**src/design/dsfl_pkg.sv**
```systemverilog
package dsfl_pkg;
    // Register byte offsets on the APB window.
    localparam logic [7:0] ADDR_CTRL   = 8'h00;
    localparam logic [7:0] ADDR_THRESH = 8'h04;
    localparam logic [7:0] ADDR_CLAMP  = 8'h08;
    localparam logic [7:0] ADDR_ORIGIN = 8'h0C;
    localparam logic [7:0] ADDR_FLAGS  = 8'h10;
    localparam logic [7:0] ADDR_FAULT  = 8'h14;
    localparam logic [7:0] ADDR_POS    = 8'h18;
    localparam logic [7:0] ADDR_ISTAT  = 8'h1C;
    localparam logic [7:0] ADDR_IMASK  = 8'h20;
    localparam logic [7:0] ADDR_CURR   = 8'h24;

    // Width of current figures in percent of system rated current.
    localparam int CUR_W = 16;
    localparam int POS_W = 32;

    // Control register field and reset values.
    localparam int CTRL_CLAMP_ON_BIT = 0;
    localparam logic [CUR_W-1:0] THRESH_RST = 16'h0064;
    localparam logic [CUR_W-1:0] CLAMP_RST  = 16'h0064;
    localparam logic [POS_W-1:0] ORIGIN_RST = 32'h0000_0000;

    // Flags register bit positions.
    localparam int FLG_THR    = 0;
    localparam int FLG_CLAMP  = 1;
    localparam int FLG_DECEL  = 2;
    localparam int FLG_ORIGIN = 3;
    localparam int FLG_BRIDGE = 4;
    localparam int FLG_NOTRIP = 5;
    localparam int FLG_CLEAR  = 6;
    localparam int FLG_POWER  = 7;
    localparam int FLG_W      = 8;

    // Fault bitmap bit positions.
    localparam int FB_WDOG   = 0;
    localparam int FB_CFG    = 1;
    localparam int FB_NVM    = 2;
    localparam int FB_POST   = 3;
    localparam int FB_FOLLOW = 4;
    localparam int FB_LIMP   = 5;
    localparam int FB_LIMN   = 6;
    localparam int FB_PROG   = 7;
    localparam int FB_NOPROG = 8;
    localparam int FB_TRAJ   = 12;
    localparam int FB_PARAM  = 13;
    localparam int FB_TEMP   = 15;
    localparam int FB_OVRUN  = 16;
    localparam int FB_SHORT  = 17;
    localparam logic [31:0] FB_LIMIT_MASK = 32'h0000_0060;

    // Interrupt status bit positions; the mask uses the same layout.
    localparam int IRQ_THR    = 0;
    localparam int IRQ_CLAMP  = 1;
    localparam int IRQ_ORIGIN = 2;
    localparam int IRQ_TRIP   = 3;
    localparam int IRQ_FAULT  = 4;
    localparam int IRQ_W      = 5;

    // Profile segment state, one-hot.
    typedef enum logic [3:0] {
        SEG_IDLE   = 4'b0001,
        SEG_ACCEL  = 4'b0010,
        SEG_CRUISE = 4'b0100,
        SEG_DECEL  = 4'b1000
    } dsfl_seg_type;

    // Fault sources reported by the module.
    typedef struct packed {
        logic wdog;
        logic cfg;
        logic nvm;
        logic post;
        logic follow;
        logic limp;
        logic limn;
        logic prog;
        logic noprog;
        logic traj;
        logic param;
        logic temp;
        logic ovrun;
        logic short_out;
    } dsfl_fault_type;

    // Everything arriving from the drive and the trajectory generator.
    typedef struct packed {
        logic [CUR_W-1:0] cur_req;
        logic             traj_tick;
        logic             bridge;
        logic             trip;
        logic             enabled;
        logic             origin_strobe;
        logic             idx_busy;
        logic             idx_accel;
        logic             idx_decel;
        logic             idx_last;
        dsfl_fault_type   fault;
    } dsfl_drive_in_type;
endpackage : dsfl_pkg

```
**src/design/dsfl_top.sv**
```systemverilog
`timescale 1ns/1ps
`default_nettype none
// Contract
// RULE_01: Load current request comes from drive parameter 4.04, percent of rated.
// RULE_02: Threshold flag sets when request is at or above threshold.
// RULE_03: Threshold flag clears once request falls below threshold.
// RULE_04: Clamp flag sets when request is at or above clamp value.
// RULE_05: Clamp flag clears once request drops below clamp value.
// RULE_06: Output current clamped only while clamp enable is on; reset off.
// RULE_07: Index runs accelerate, cruise, decelerate; decel flag only in last.
// RULE_08: In compounded indexes only the last may decelerate.
// RULE_09: Origin strobe rising edge loads commanded position, sets valid.
// RULE_10: Bridge flag copies drive parameter 10.02, cleared by a trip.
// RULE_11: No-trip flag high without trip, low during trip.
// RULE_12: All-clear low on any fault or trip except travel limits.
// RULE_13: Power stage flag follows drive enable.
// RULE_14: Fault bits 0 to 4: watchdog, config, memory, self test, following.
// RULE_15: Fault bits 5 and 6 follow positive and negative travel limits.
// RULE_16: Fault bits 7, 8, 12, 13: program, no program, trajectory, param.
// RULE_17: Fault bits 15, 16, 17: overtemp, update overrun, shorted output.
// RULE_18: Unused fault bitmap positions read as zero.
// RULE_19: Both current comparisons re-evaluated at each trajectory update.
module dsfl_top (
    // APB clock and reset.
    input  wire logic                      pclk,
    input  wire logic                      presetn,
    // APB slave.
    input  wire logic                      psel,
    input  wire logic                      penable,
    input  wire logic                      pwrite,
    input  wire logic [7:0]                paddr,
    input  wire logic [31:0]               pwdata,
    output logic                           pready,
    output logic [31:0]                    prdata,
    output logic                           pslverr,
    // Drive and trajectory pins, asynchronous to pclk.
    input  wire dsfl_pkg::dsfl_drive_in_type drive_in,
    // Drive commands and status.
    output logic [dsfl_pkg::CUR_W-1:0]     current_cmd,
    output logic [dsfl_pkg::POS_W-1:0]     commanded_pos,
    output logic [dsfl_pkg::FLG_W-1:0]     flags,
    output logic [31:0]                    fault_bitmap,
    output logic                           irq
);
    // Compare helper shared by both current monitors.
    function automatic logic at_or_above(
        input logic [dsfl_pkg::CUR_W-1:0] a,
        input logic [dsfl_pkg::CUR_W-1:0] b
    );
        at_or_above = (a >= b);
    endfunction : at_or_above

    dsfl_pkg::dsfl_drive_in_type sync1_reg;
    dsfl_pkg::dsfl_drive_in_type din;
    logic                         tick_d_reg;
    logic                         strobe_d_reg;
    logic                         clamp_on_reg;
    logic [dsfl_pkg::CUR_W-1:0]   thresh_reg;
    logic [dsfl_pkg::CUR_W-1:0]   clamp_reg;
    logic [dsfl_pkg::POS_W-1:0]   origin_reg;
    logic [dsfl_pkg::CUR_W-1:0]   cur_reg;
    logic                         thr_hit_reg;
    logic                         clamp_hit_reg;
    logic                         origin_valid_reg;
    logic [dsfl_pkg::IRQ_W-1:0]   istat_reg;
    logic [dsfl_pkg::IRQ_W-1:0]   imask_reg;
    logic [dsfl_pkg::IRQ_W-1:0]   ievent;
    logic                         trip_d_reg;
    logic                         fault_d_reg;
    logic                         tick_rise;
    logic                         strobe_rise;
    logic                         wr_en;
    logic                         rd_en;
    logic                         addr_ok;
    logic [31:0]                  fault_next;
    logic [dsfl_pkg::FLG_W-1:0]   flags_next;
    dsfl_pkg::dsfl_seg_type       seg_reg;
    dsfl_pkg::dsfl_seg_type       seg_next;

    // Two-stage synchroniser for every pin; the first stage feeds only
    // the second. Multi-bit current may tear for one sample, which the
    // next trajectory tick repairs.
    always_ff @(posedge pclk or negedge presetn) begin
        if (!presetn) begin
            sync1_reg <= '0;
            din       <= '0;
        end else begin
            sync1_reg <= drive_in;
            din       <= sync1_reg;
        end
    end

    // Edge detectors on the synchronised tick, origin strobe, trip and non-limit fault summary.
    always_ff @(posedge pclk or negedge presetn) begin
        if (!presetn) begin
            tick_d_reg   <= 1'b0;
            strobe_d_reg <= 1'b0;
            trip_d_reg   <= 1'b0;
            fault_d_reg  <= 1'b0;
        end else begin
            tick_d_reg   <= din.traj_tick;
            strobe_d_reg <= din.origin_strobe;
            trip_d_reg   <= din.trip;
            fault_d_reg  <= |(fault_next & ~dsfl_pkg::FB_LIMIT_MASK);
        end
    end

    assign tick_rise   = din.traj_tick & ~tick_d_reg;
    assign strobe_rise = din.origin_strobe & ~strobe_d_reg; // RULE_09

    // APB decode. One wait state gives time to register read data.
    assign wr_en = psel & penable & pready & pwrite;
    assign rd_en = psel & penable & ~pready & ~pwrite;
    always_comb begin
        case (paddr)
            dsfl_pkg::ADDR_CTRL,   dsfl_pkg::ADDR_THRESH,
            dsfl_pkg::ADDR_CLAMP,  dsfl_pkg::ADDR_ORIGIN,
            dsfl_pkg::ADDR_FLAGS,  dsfl_pkg::ADDR_FAULT,
            dsfl_pkg::ADDR_POS,    dsfl_pkg::ADDR_ISTAT,
            dsfl_pkg::ADDR_IMASK,  dsfl_pkg::ADDR_CURR: addr_ok = 1'b1;
            default: addr_ok = 1'b0;
        endcase
    end

    // Ready and error answer in the second access cycle.
    always_ff @(posedge pclk or negedge presetn) begin
        if (!presetn) begin
            pready  <= 1'b0;
            pslverr <= 1'b0;
        end else begin
            pready  <= psel & penable & ~pready;
            pslverr <= psel & penable & ~pready & ~addr_ok;
        end
    end

    // Read data is captured on the same edge that raises pready.
    always_ff @(posedge pclk or negedge presetn) begin
        if (!presetn) begin
            prdata <= 32'h0000_0000;
        end else if (rd_en) begin
            case (paddr)
                dsfl_pkg::ADDR_CTRL:   prdata <= {31'h0, clamp_on_reg};
                dsfl_pkg::ADDR_THRESH: prdata <= {16'h0, thresh_reg};
                dsfl_pkg::ADDR_CLAMP:  prdata <= {16'h0, clamp_reg};
                dsfl_pkg::ADDR_ORIGIN: prdata <= origin_reg;
                dsfl_pkg::ADDR_FLAGS:  prdata <= {24'h0, flags};
                dsfl_pkg::ADDR_FAULT:  prdata <= fault_bitmap;
                dsfl_pkg::ADDR_POS:    prdata <= commanded_pos;
                dsfl_pkg::ADDR_ISTAT:  prdata <= {27'h0, istat_reg};
                dsfl_pkg::ADDR_IMASK:  prdata <= {27'h0, imask_reg};
                dsfl_pkg::ADDR_CURR:   prdata <= {16'h0, cur_reg};
                default:               prdata <= 32'h0000_0000;
            endcase
        end else if (!psel) begin
            prdata <= 32'h0000_0000;
        end
    end

    // Software settings. Clamp enable is off out of reset.
    always_ff @(posedge pclk or negedge presetn) begin
        if (!presetn) begin
            clamp_on_reg <= 1'b0; // RULE_06
            thresh_reg   <= dsfl_pkg::THRESH_RST;
            clamp_reg    <= dsfl_pkg::CLAMP_RST;
            origin_reg   <= dsfl_pkg::ORIGIN_RST;
            imask_reg    <= '0;
        end else if (wr_en) begin
            case (paddr)
                dsfl_pkg::ADDR_CTRL:
                    clamp_on_reg <= pwdata[dsfl_pkg::CTRL_CLAMP_ON_BIT];
                dsfl_pkg::ADDR_THRESH:
                    thresh_reg <= pwdata[dsfl_pkg::CUR_W-1:0];
                dsfl_pkg::ADDR_CLAMP:
                    clamp_reg <= pwdata[dsfl_pkg::CUR_W-1:0];
                dsfl_pkg::ADDR_ORIGIN:
                    origin_reg <= pwdata;
                dsfl_pkg::ADDR_IMASK:
                    imask_reg <= pwdata[dsfl_pkg::IRQ_W-1:0];
                default: ;
            endcase
        end
    end

    // Current sampled and both limits compared once per update tick, so
    // the flags move only at trajectory update boundaries.
    always_ff @(posedge pclk or negedge presetn) begin
        if (!presetn) begin
            cur_reg       <= '0;
            thr_hit_reg   <= 1'b0;
            clamp_hit_reg <= 1'b0;
        end else if (tick_rise) begin // RULE_19
            cur_reg       <= din.cur_req; // RULE_01
            thr_hit_reg   <= at_or_above(din.cur_req, thresh_reg); // RULE_02
            clamp_hit_reg <= at_or_above(din.cur_req, clamp_reg); // RULE_04
        end
    end

    // Current command to the power stage, limited only when enabled.
    always_ff @(posedge pclk or negedge presetn) begin
        if (!presetn) begin
            current_cmd <= '0;
        end else if (clamp_on_reg && at_or_above(cur_reg, clamp_reg)) begin
            current_cmd <= clamp_reg; // RULE_06
        end else begin
            current_cmd <= cur_reg;
        end
    end

    // Origin load. Valid stays set once any origin has been defined.
    always_ff @(posedge pclk or negedge presetn) begin
        if (!presetn) begin
            commanded_pos    <= '0;
            origin_valid_reg <= 1'b0;
        end else if (strobe_rise) begin
            commanded_pos    <= origin_reg; // RULE_09
            origin_valid_reg <= 1'b1; // RULE_09
        end
    end

    // Profile segments. Cruise moves to decel only for the last index of
    // a compound profile, so earlier indexes never show a decel phase.
    always_comb begin
        seg_next = seg_reg;
        case (seg_reg)
            dsfl_pkg::SEG_IDLE:
                if (din.idx_busy && din.idx_accel)
                    seg_next = dsfl_pkg::SEG_ACCEL;
            dsfl_pkg::SEG_ACCEL:
                if (!din.idx_busy)
                    seg_next = dsfl_pkg::SEG_IDLE;
                else if (!din.idx_accel)
                    seg_next = dsfl_pkg::SEG_CRUISE; // RULE_07
            dsfl_pkg::SEG_CRUISE:
                if (!din.idx_busy)
                    seg_next = dsfl_pkg::SEG_IDLE;
                else if (din.idx_decel && din.idx_last)
                    seg_next = dsfl_pkg::SEG_DECEL; // RULE_08
            dsfl_pkg::SEG_DECEL:
                if (!din.idx_busy)
                    seg_next = dsfl_pkg::SEG_IDLE;
            default: seg_next = dsfl_pkg::SEG_IDLE;
        endcase
    end

    always_ff @(posedge pclk or negedge presetn) begin
        if (!presetn) begin
            seg_reg <= dsfl_pkg::SEG_IDLE;
        end else begin
            seg_reg <= seg_next;
        end
    end

    // Fault bitmap packing; unused positions stay zero.
    always_comb begin
        fault_next = 32'h0000_0000; // RULE_18
        fault_next[dsfl_pkg::FB_WDOG]   = din.fault.wdog; // RULE_14
        fault_next[dsfl_pkg::FB_CFG]    = din.fault.cfg;
        fault_next[dsfl_pkg::FB_NVM]    = din.fault.nvm;
        fault_next[dsfl_pkg::FB_POST]   = din.fault.post;
        fault_next[dsfl_pkg::FB_FOLLOW] = din.fault.follow;
        fault_next[dsfl_pkg::FB_LIMP]   = din.fault.limp; // RULE_15
        fault_next[dsfl_pkg::FB_LIMN]   = din.fault.limn;
        fault_next[dsfl_pkg::FB_PROG]   = din.fault.prog; // RULE_16
        fault_next[dsfl_pkg::FB_NOPROG] = din.fault.noprog;
        fault_next[dsfl_pkg::FB_TRAJ]   = din.fault.traj;
        fault_next[dsfl_pkg::FB_PARAM]  = din.fault.param;
        fault_next[dsfl_pkg::FB_TEMP]   = din.fault.temp; // RULE_17
        fault_next[dsfl_pkg::FB_OVRUN]  = din.fault.ovrun;
        fault_next[dsfl_pkg::FB_SHORT]  = din.fault.short_out;
    end

    // Status flags, all registered off synchronised inputs.
    always_comb begin
        flags_next = '0;
        flags_next[dsfl_pkg::FLG_THR]    = thr_hit_reg;
        flags_next[dsfl_pkg::FLG_CLAMP]  = clamp_hit_reg;
        flags_next[dsfl_pkg::FLG_DECEL]  =
            (seg_next == dsfl_pkg::SEG_DECEL); // RULE_07
        flags_next[dsfl_pkg::FLG_ORIGIN] = origin_valid_reg;
        flags_next[dsfl_pkg::FLG_BRIDGE] = din.bridge & ~din.trip; // RULE_10
        flags_next[dsfl_pkg::FLG_NOTRIP] = ~din.trip; // RULE_11
        flags_next[dsfl_pkg::FLG_CLEAR]  = ~din.trip &
            ~|(fault_next & ~dsfl_pkg::FB_LIMIT_MASK); // RULE_12
        flags_next[dsfl_pkg::FLG_POWER]  = din.enabled; // RULE_13
    end

    always_ff @(posedge pclk or negedge presetn) begin
        if (!presetn) begin
            flags        <= '0;
            fault_bitmap <= 32'h0000_0000;
        end else begin
            flags        <= flags_next;
            fault_bitmap <= fault_next;
        end
    end

    // Interrupt events are rising edges of the interesting conditions.
    assign ievent[dsfl_pkg::IRQ_THR]    =
        flags_next[dsfl_pkg::FLG_THR] & ~flags[dsfl_pkg::FLG_THR];
    assign ievent[dsfl_pkg::IRQ_CLAMP]  =
        flags_next[dsfl_pkg::FLG_CLAMP] & ~flags[dsfl_pkg::FLG_CLAMP];
    assign ievent[dsfl_pkg::IRQ_ORIGIN] = strobe_rise;
    assign ievent[dsfl_pkg::IRQ_TRIP]   = din.trip & ~trip_d_reg;
    assign ievent[dsfl_pkg::IRQ_FAULT]  =
        |(fault_next & ~dsfl_pkg::FB_LIMIT_MASK) & ~fault_d_reg;

    // Sticky status, write one to clear; a new event beats the clear.
    always_ff @(posedge pclk or negedge presetn) begin
        if (!presetn) begin
            istat_reg <= '0;
        end else if (wr_en && paddr == dsfl_pkg::ADDR_ISTAT) begin
            istat_reg <= (istat_reg & ~pwdata[dsfl_pkg::IRQ_W-1:0]) | ievent;
        end else begin
            istat_reg <= istat_reg | ievent;
        end
    end

    // Level interrupt, registered so it comes straight from a flop.
    always_ff @(posedge pclk or negedge presetn) begin
        if (!presetn) begin
            irq <= 1'b0;
        end else begin
            irq <= |(istat_reg & imask_reg);
        end
    end
endmodule : dsfl_top
`default_nettype wire

```
**config.mk**
```make
export PLATFORM = sky130hd
export DESIGN_NAME = dsfl_top
export DESIGN_NICKNAME = d
export VERILOG_FILES = /design/src/design/dsfl_pkg.sv /design/src/design/dsfl_top.sv
export SDC_FILE = /design/constraint.sdc
export NUM_CORES = 1
export LEC_CHECK = 0
export BUFFER_PORTS_ARGS = -buffer_cell sky130_fd_sc_hd__clkbuf_2
export CORE_ASPECT_RATIO = 0.75
export CORE_UTILIZATION = 40
export DETAILED_ROUTE_END_ITERATION = 8
export SETUP_SLACK_MARGIN = 0.02
export SYNTH_ARGS = -nofsm -noshare
export SYNTH_HDL_FRONTEND = slang
export SYNTH_SLANG_ARGS = --single-unit
export TNS_END_PERCENT = 50
```
**constraint.sdc**
```tcl
create_clock -name pclk -period 2.9 [get_ports pclk]
set_input_delay 0.29 -clock pclk [delete_from_list [all_inputs] [get_ports pclk]]
set_output_delay 0.29 -clock pclk [all_outputs]
set_load 0.01 [all_outputs]
```
==> results.md <==
- FMAX: 0.386 GHz
- Max Cap Violations: 0
- Clock Tree Buf Depth: 3
- 1st-iter DRT viols: 523
- Clk root buf: clkbuf_16
- Reg2reg start: clamp_reg[2]
- Period utilization: 0.894
- ANT nets after route: 0
- First-pass GRT wire length: 49.1 mm
- Cell depth of the worst setup path: 8
- Final Power: 8.99 mW
- Largest net degree at the start of global routing: 83
- Final setup violation count: 0
- End-of-flow core utilization: 0.518
- Worst r2r dst: current_cmd[13]
- Vias: 8,263
- Flop pwr share: 0.473
- Switching Fraction: 0.228
- Chip height: 151 um
- Clock sink count: 285
- Row count: 54
- Post-Synth Simple-Gate Area: 0.0718
- Hold slack: 28.2 ps
- Share of the synthesized area in the top cell type: 0.585
- Number of global-route vias before repair: 8,203
- DRC errors left: 0
- Length of routed wiring on met1: 15.6 mm
- Post-synth EDFFs: 0
- Synth cell count leaders: 278 x dfrtp_1, 92 x nand2_1, 64 x mux2_2
- PwrDens: 596 nW/um2
- Top-count cell post-synth: dfrtp_1
- Syn avg cell area: 12.9 um2
- Post-synthesis sequential element count: 285
- Pins Over Slew Limit: 0
- Setup CP Type: flip-flop to flip-flop
- Die area: 30,400 um2
- Met3 wire len: 1.94 mm
- Final nets: 1,332
- Routed met2 length: 13.9 mm
- CTS clk-pin slew, worst paths: 60 ps
- CP peak stage delay: 540 ps
- Input/output buffers: 188
- Sw Pwr: 2.05 mW
- Crit end category: flip-flop
- Final HPWL DP: 22.5 mm
- Post-Layout Cell Count: 1,617
- Min cycle time layout: 2590 ps
- CTS resizes: 0
- Final Skew: 24.7 ps
- Slew HR: 0.470
- Total GRT Usage: 0.213
- Synth Flop Type: dfrtp_1
- Area grow syn2layout: 26.9%
- Total Wirelength: 32.1 mm
- Asr flop ratio synth: 1.00
- Syn Std Cell Area: 11,900 um2
- CTS Buf Count: 30
- Synth unique cells: 61
- CORE AREA: 29,100 um2
- H-tree Lvls: 1
- R2r worst-path depth: 8
- Final worst slack: 307 ps
- Final hold vios: 0
- WP buf/inv: 2
- Post-DR vias/cell: 5.11
- Cell taking the most area after synthesis: dfrtp_1
- Placed cell area: 13,300 um2
- Worst-Margin Slew: 794 ps
- Avg WL per Cell: 19.8 um
- Num ports: 207
- Peak VDD IR: 474 uV
- Place WS: 354 ps
- Layout cells sized above 1: 0.310
- Finished Cell Area: 15,100 um2
- Grt total ovfl: 0
- Worst Setup SP: clamp_reg[2]
- Clk_lat worst skew: 570 ps
- Cells after Synth: 924
- Highest fanout seen on the critical path: 11
- Unrepaired setup endpoints after global routing: false
- Crit start category: flip-flop
- Worst Hold Class: input port to flip-flop
- Max layer used: met4
- Worst setup endpoint: current_cmd[13]
- Initial antenna violation count: 1
- Comb pwr share: 0.071
- Compound-Gate Fraction of Synth Area: 0.106
- Synth Area in XOR/XNOR: 0.00147
- Slowest CP cell: dfstp_2
- Warnings, synthesis: 0
- P_leak: 7.34 nW
- Total negative slack: 0 ps
- Status: finished clean
- Cell family with most CP delay: compound AO/OA/AOI/OAI gates
- Worst path required time: 3330 ps
- Post-synthesis sequential area ratio: 0.601
- Placed insts: 1,491
- CP Cell Sequence: inv_1 > ha_1 > a211o_1 > a31oi_1 > o221ai_1 > a221oi_4 > buf_4 > mux2_1
- Multiplexer area fraction after synthesis: 0.127
- Main combinational cell family by area after synthesis: multiplexers
- Top post-synthesis cells by area: dfrtp_1 59%, mux2_2 6.1%, ha_1 5.1%
- Reg2reg setup slack: 310 ps
- Die width: 201 um
- Clk network pwr share: 0.456
- Adder-cell share of the synthesized area: 0.0505
- Worst EP arrival: 3020 ps
- First-pass iteration count of the detailed router: 5
- Routability Congestion: 0.856
- Pint: 6.93 mW
- Initial Util: 0.408
- CTS tree: done
==> routing by layer <==
metal	vias up	global-route usage
met5	-	0
met4	0	0.0450
met3	48	0.0454
met2	234	0.316
met1	4141	0.319
li1	3840	-
==> cell families (layout without fill, tap and decap cells) <==
group	after synthesis	count (layout)
xor+xnor	2	2
fa+ha+maj	48	48
other cells	1	20
simple gates	173	173
buf+inv	100	382
compound gates	191	191
flops	285	285
mux	124	124
==> worst register-to-register path, cell delays in order (launching register included) <==
cell      delay (ps)
dfstp_2          540
inv_1             70
ha_1             310
a211o_1          250
a31oi_1          140
o221ai_1         210
a221oi_4         290
buf_4            270
mux2_1           360
==> how the worst min path moves through the flow <==
| stage | start | slack, ps | cells after the start | endpoint |
|---|---|---|---|---|
| floorplan | presetn | -6 | 0 | clamp_hit_reg |
| global placement | presetn | 280 | 1 | sync1_reg[34] |
| detailed placement | presetn | 280 | 1 | sync1_reg[34] |
| CTS | pwdata[4] | 8 | 3 | clamp_reg[4] |
| global route | pwdata[4] | 20 | 3 | thresh_reg[4] |
| finish | pwdata[4] | 30 | 3 | clamp_reg[4] |
==> repair_timing <==
| action | CTS | global route |
|---|---|---|
| endpoints found under the hold margin | 147 | 0 |
| setup buffers | 0 | 0 |
| hold buffers | 69 | 0 |
| setup endpoints to repair | 0 | 0 |
==> power by group through the flow <==
stage               sequential [mW]  clock, mW  combinational, mW
floorplan                      4.29          0              0.256
global placement               4.33          0              0.555
detailed placement             4.33          0              0.563
CTS                            4.25       4.20              0.642
global route                   4.27       4.38              0.700
finish                         4.25       4.10              0.634
==> layout by cell type (no fill, tap or decap), drive strengths merged, types with 3 or more instances in the layout <==
cell / count
a22oi: 40
nor3: 4
nand2b: 4
o22a: 6
a31oi: 7
nor2: 24
and4: 3
nand4: 6
clkbuf: 228
dfrtp: 278
dfstp: 7
a211oi: 3
o21ai: 75
nor4: 6
a221o: 4
nor2b: 9
a22o: 6
dlygate4sd3: 69
bufinv: 5
mux2i: 7
a21oi: 20
a21o: 3
clkinv: 7
inv: 41
o41ai: 3
conb: 18
buf: 30
nor4b: 4
nand2: 93
mux2: 116
a221oi: 9
nand3: 9
and3: 4
ha: 48
==> area by class of cell <==
class                   instances  area [um2]
diodes                          2        5.00
clock buffers                  41         863
clock inverters                14         200
fillers                      2588       14000
inverters                      41         154
multi-input cells             556        4310
flip-flops and latches        285        7140
well taps                     392         490
repair buffers                286        1910
Power figures use the tool's default switching activity.
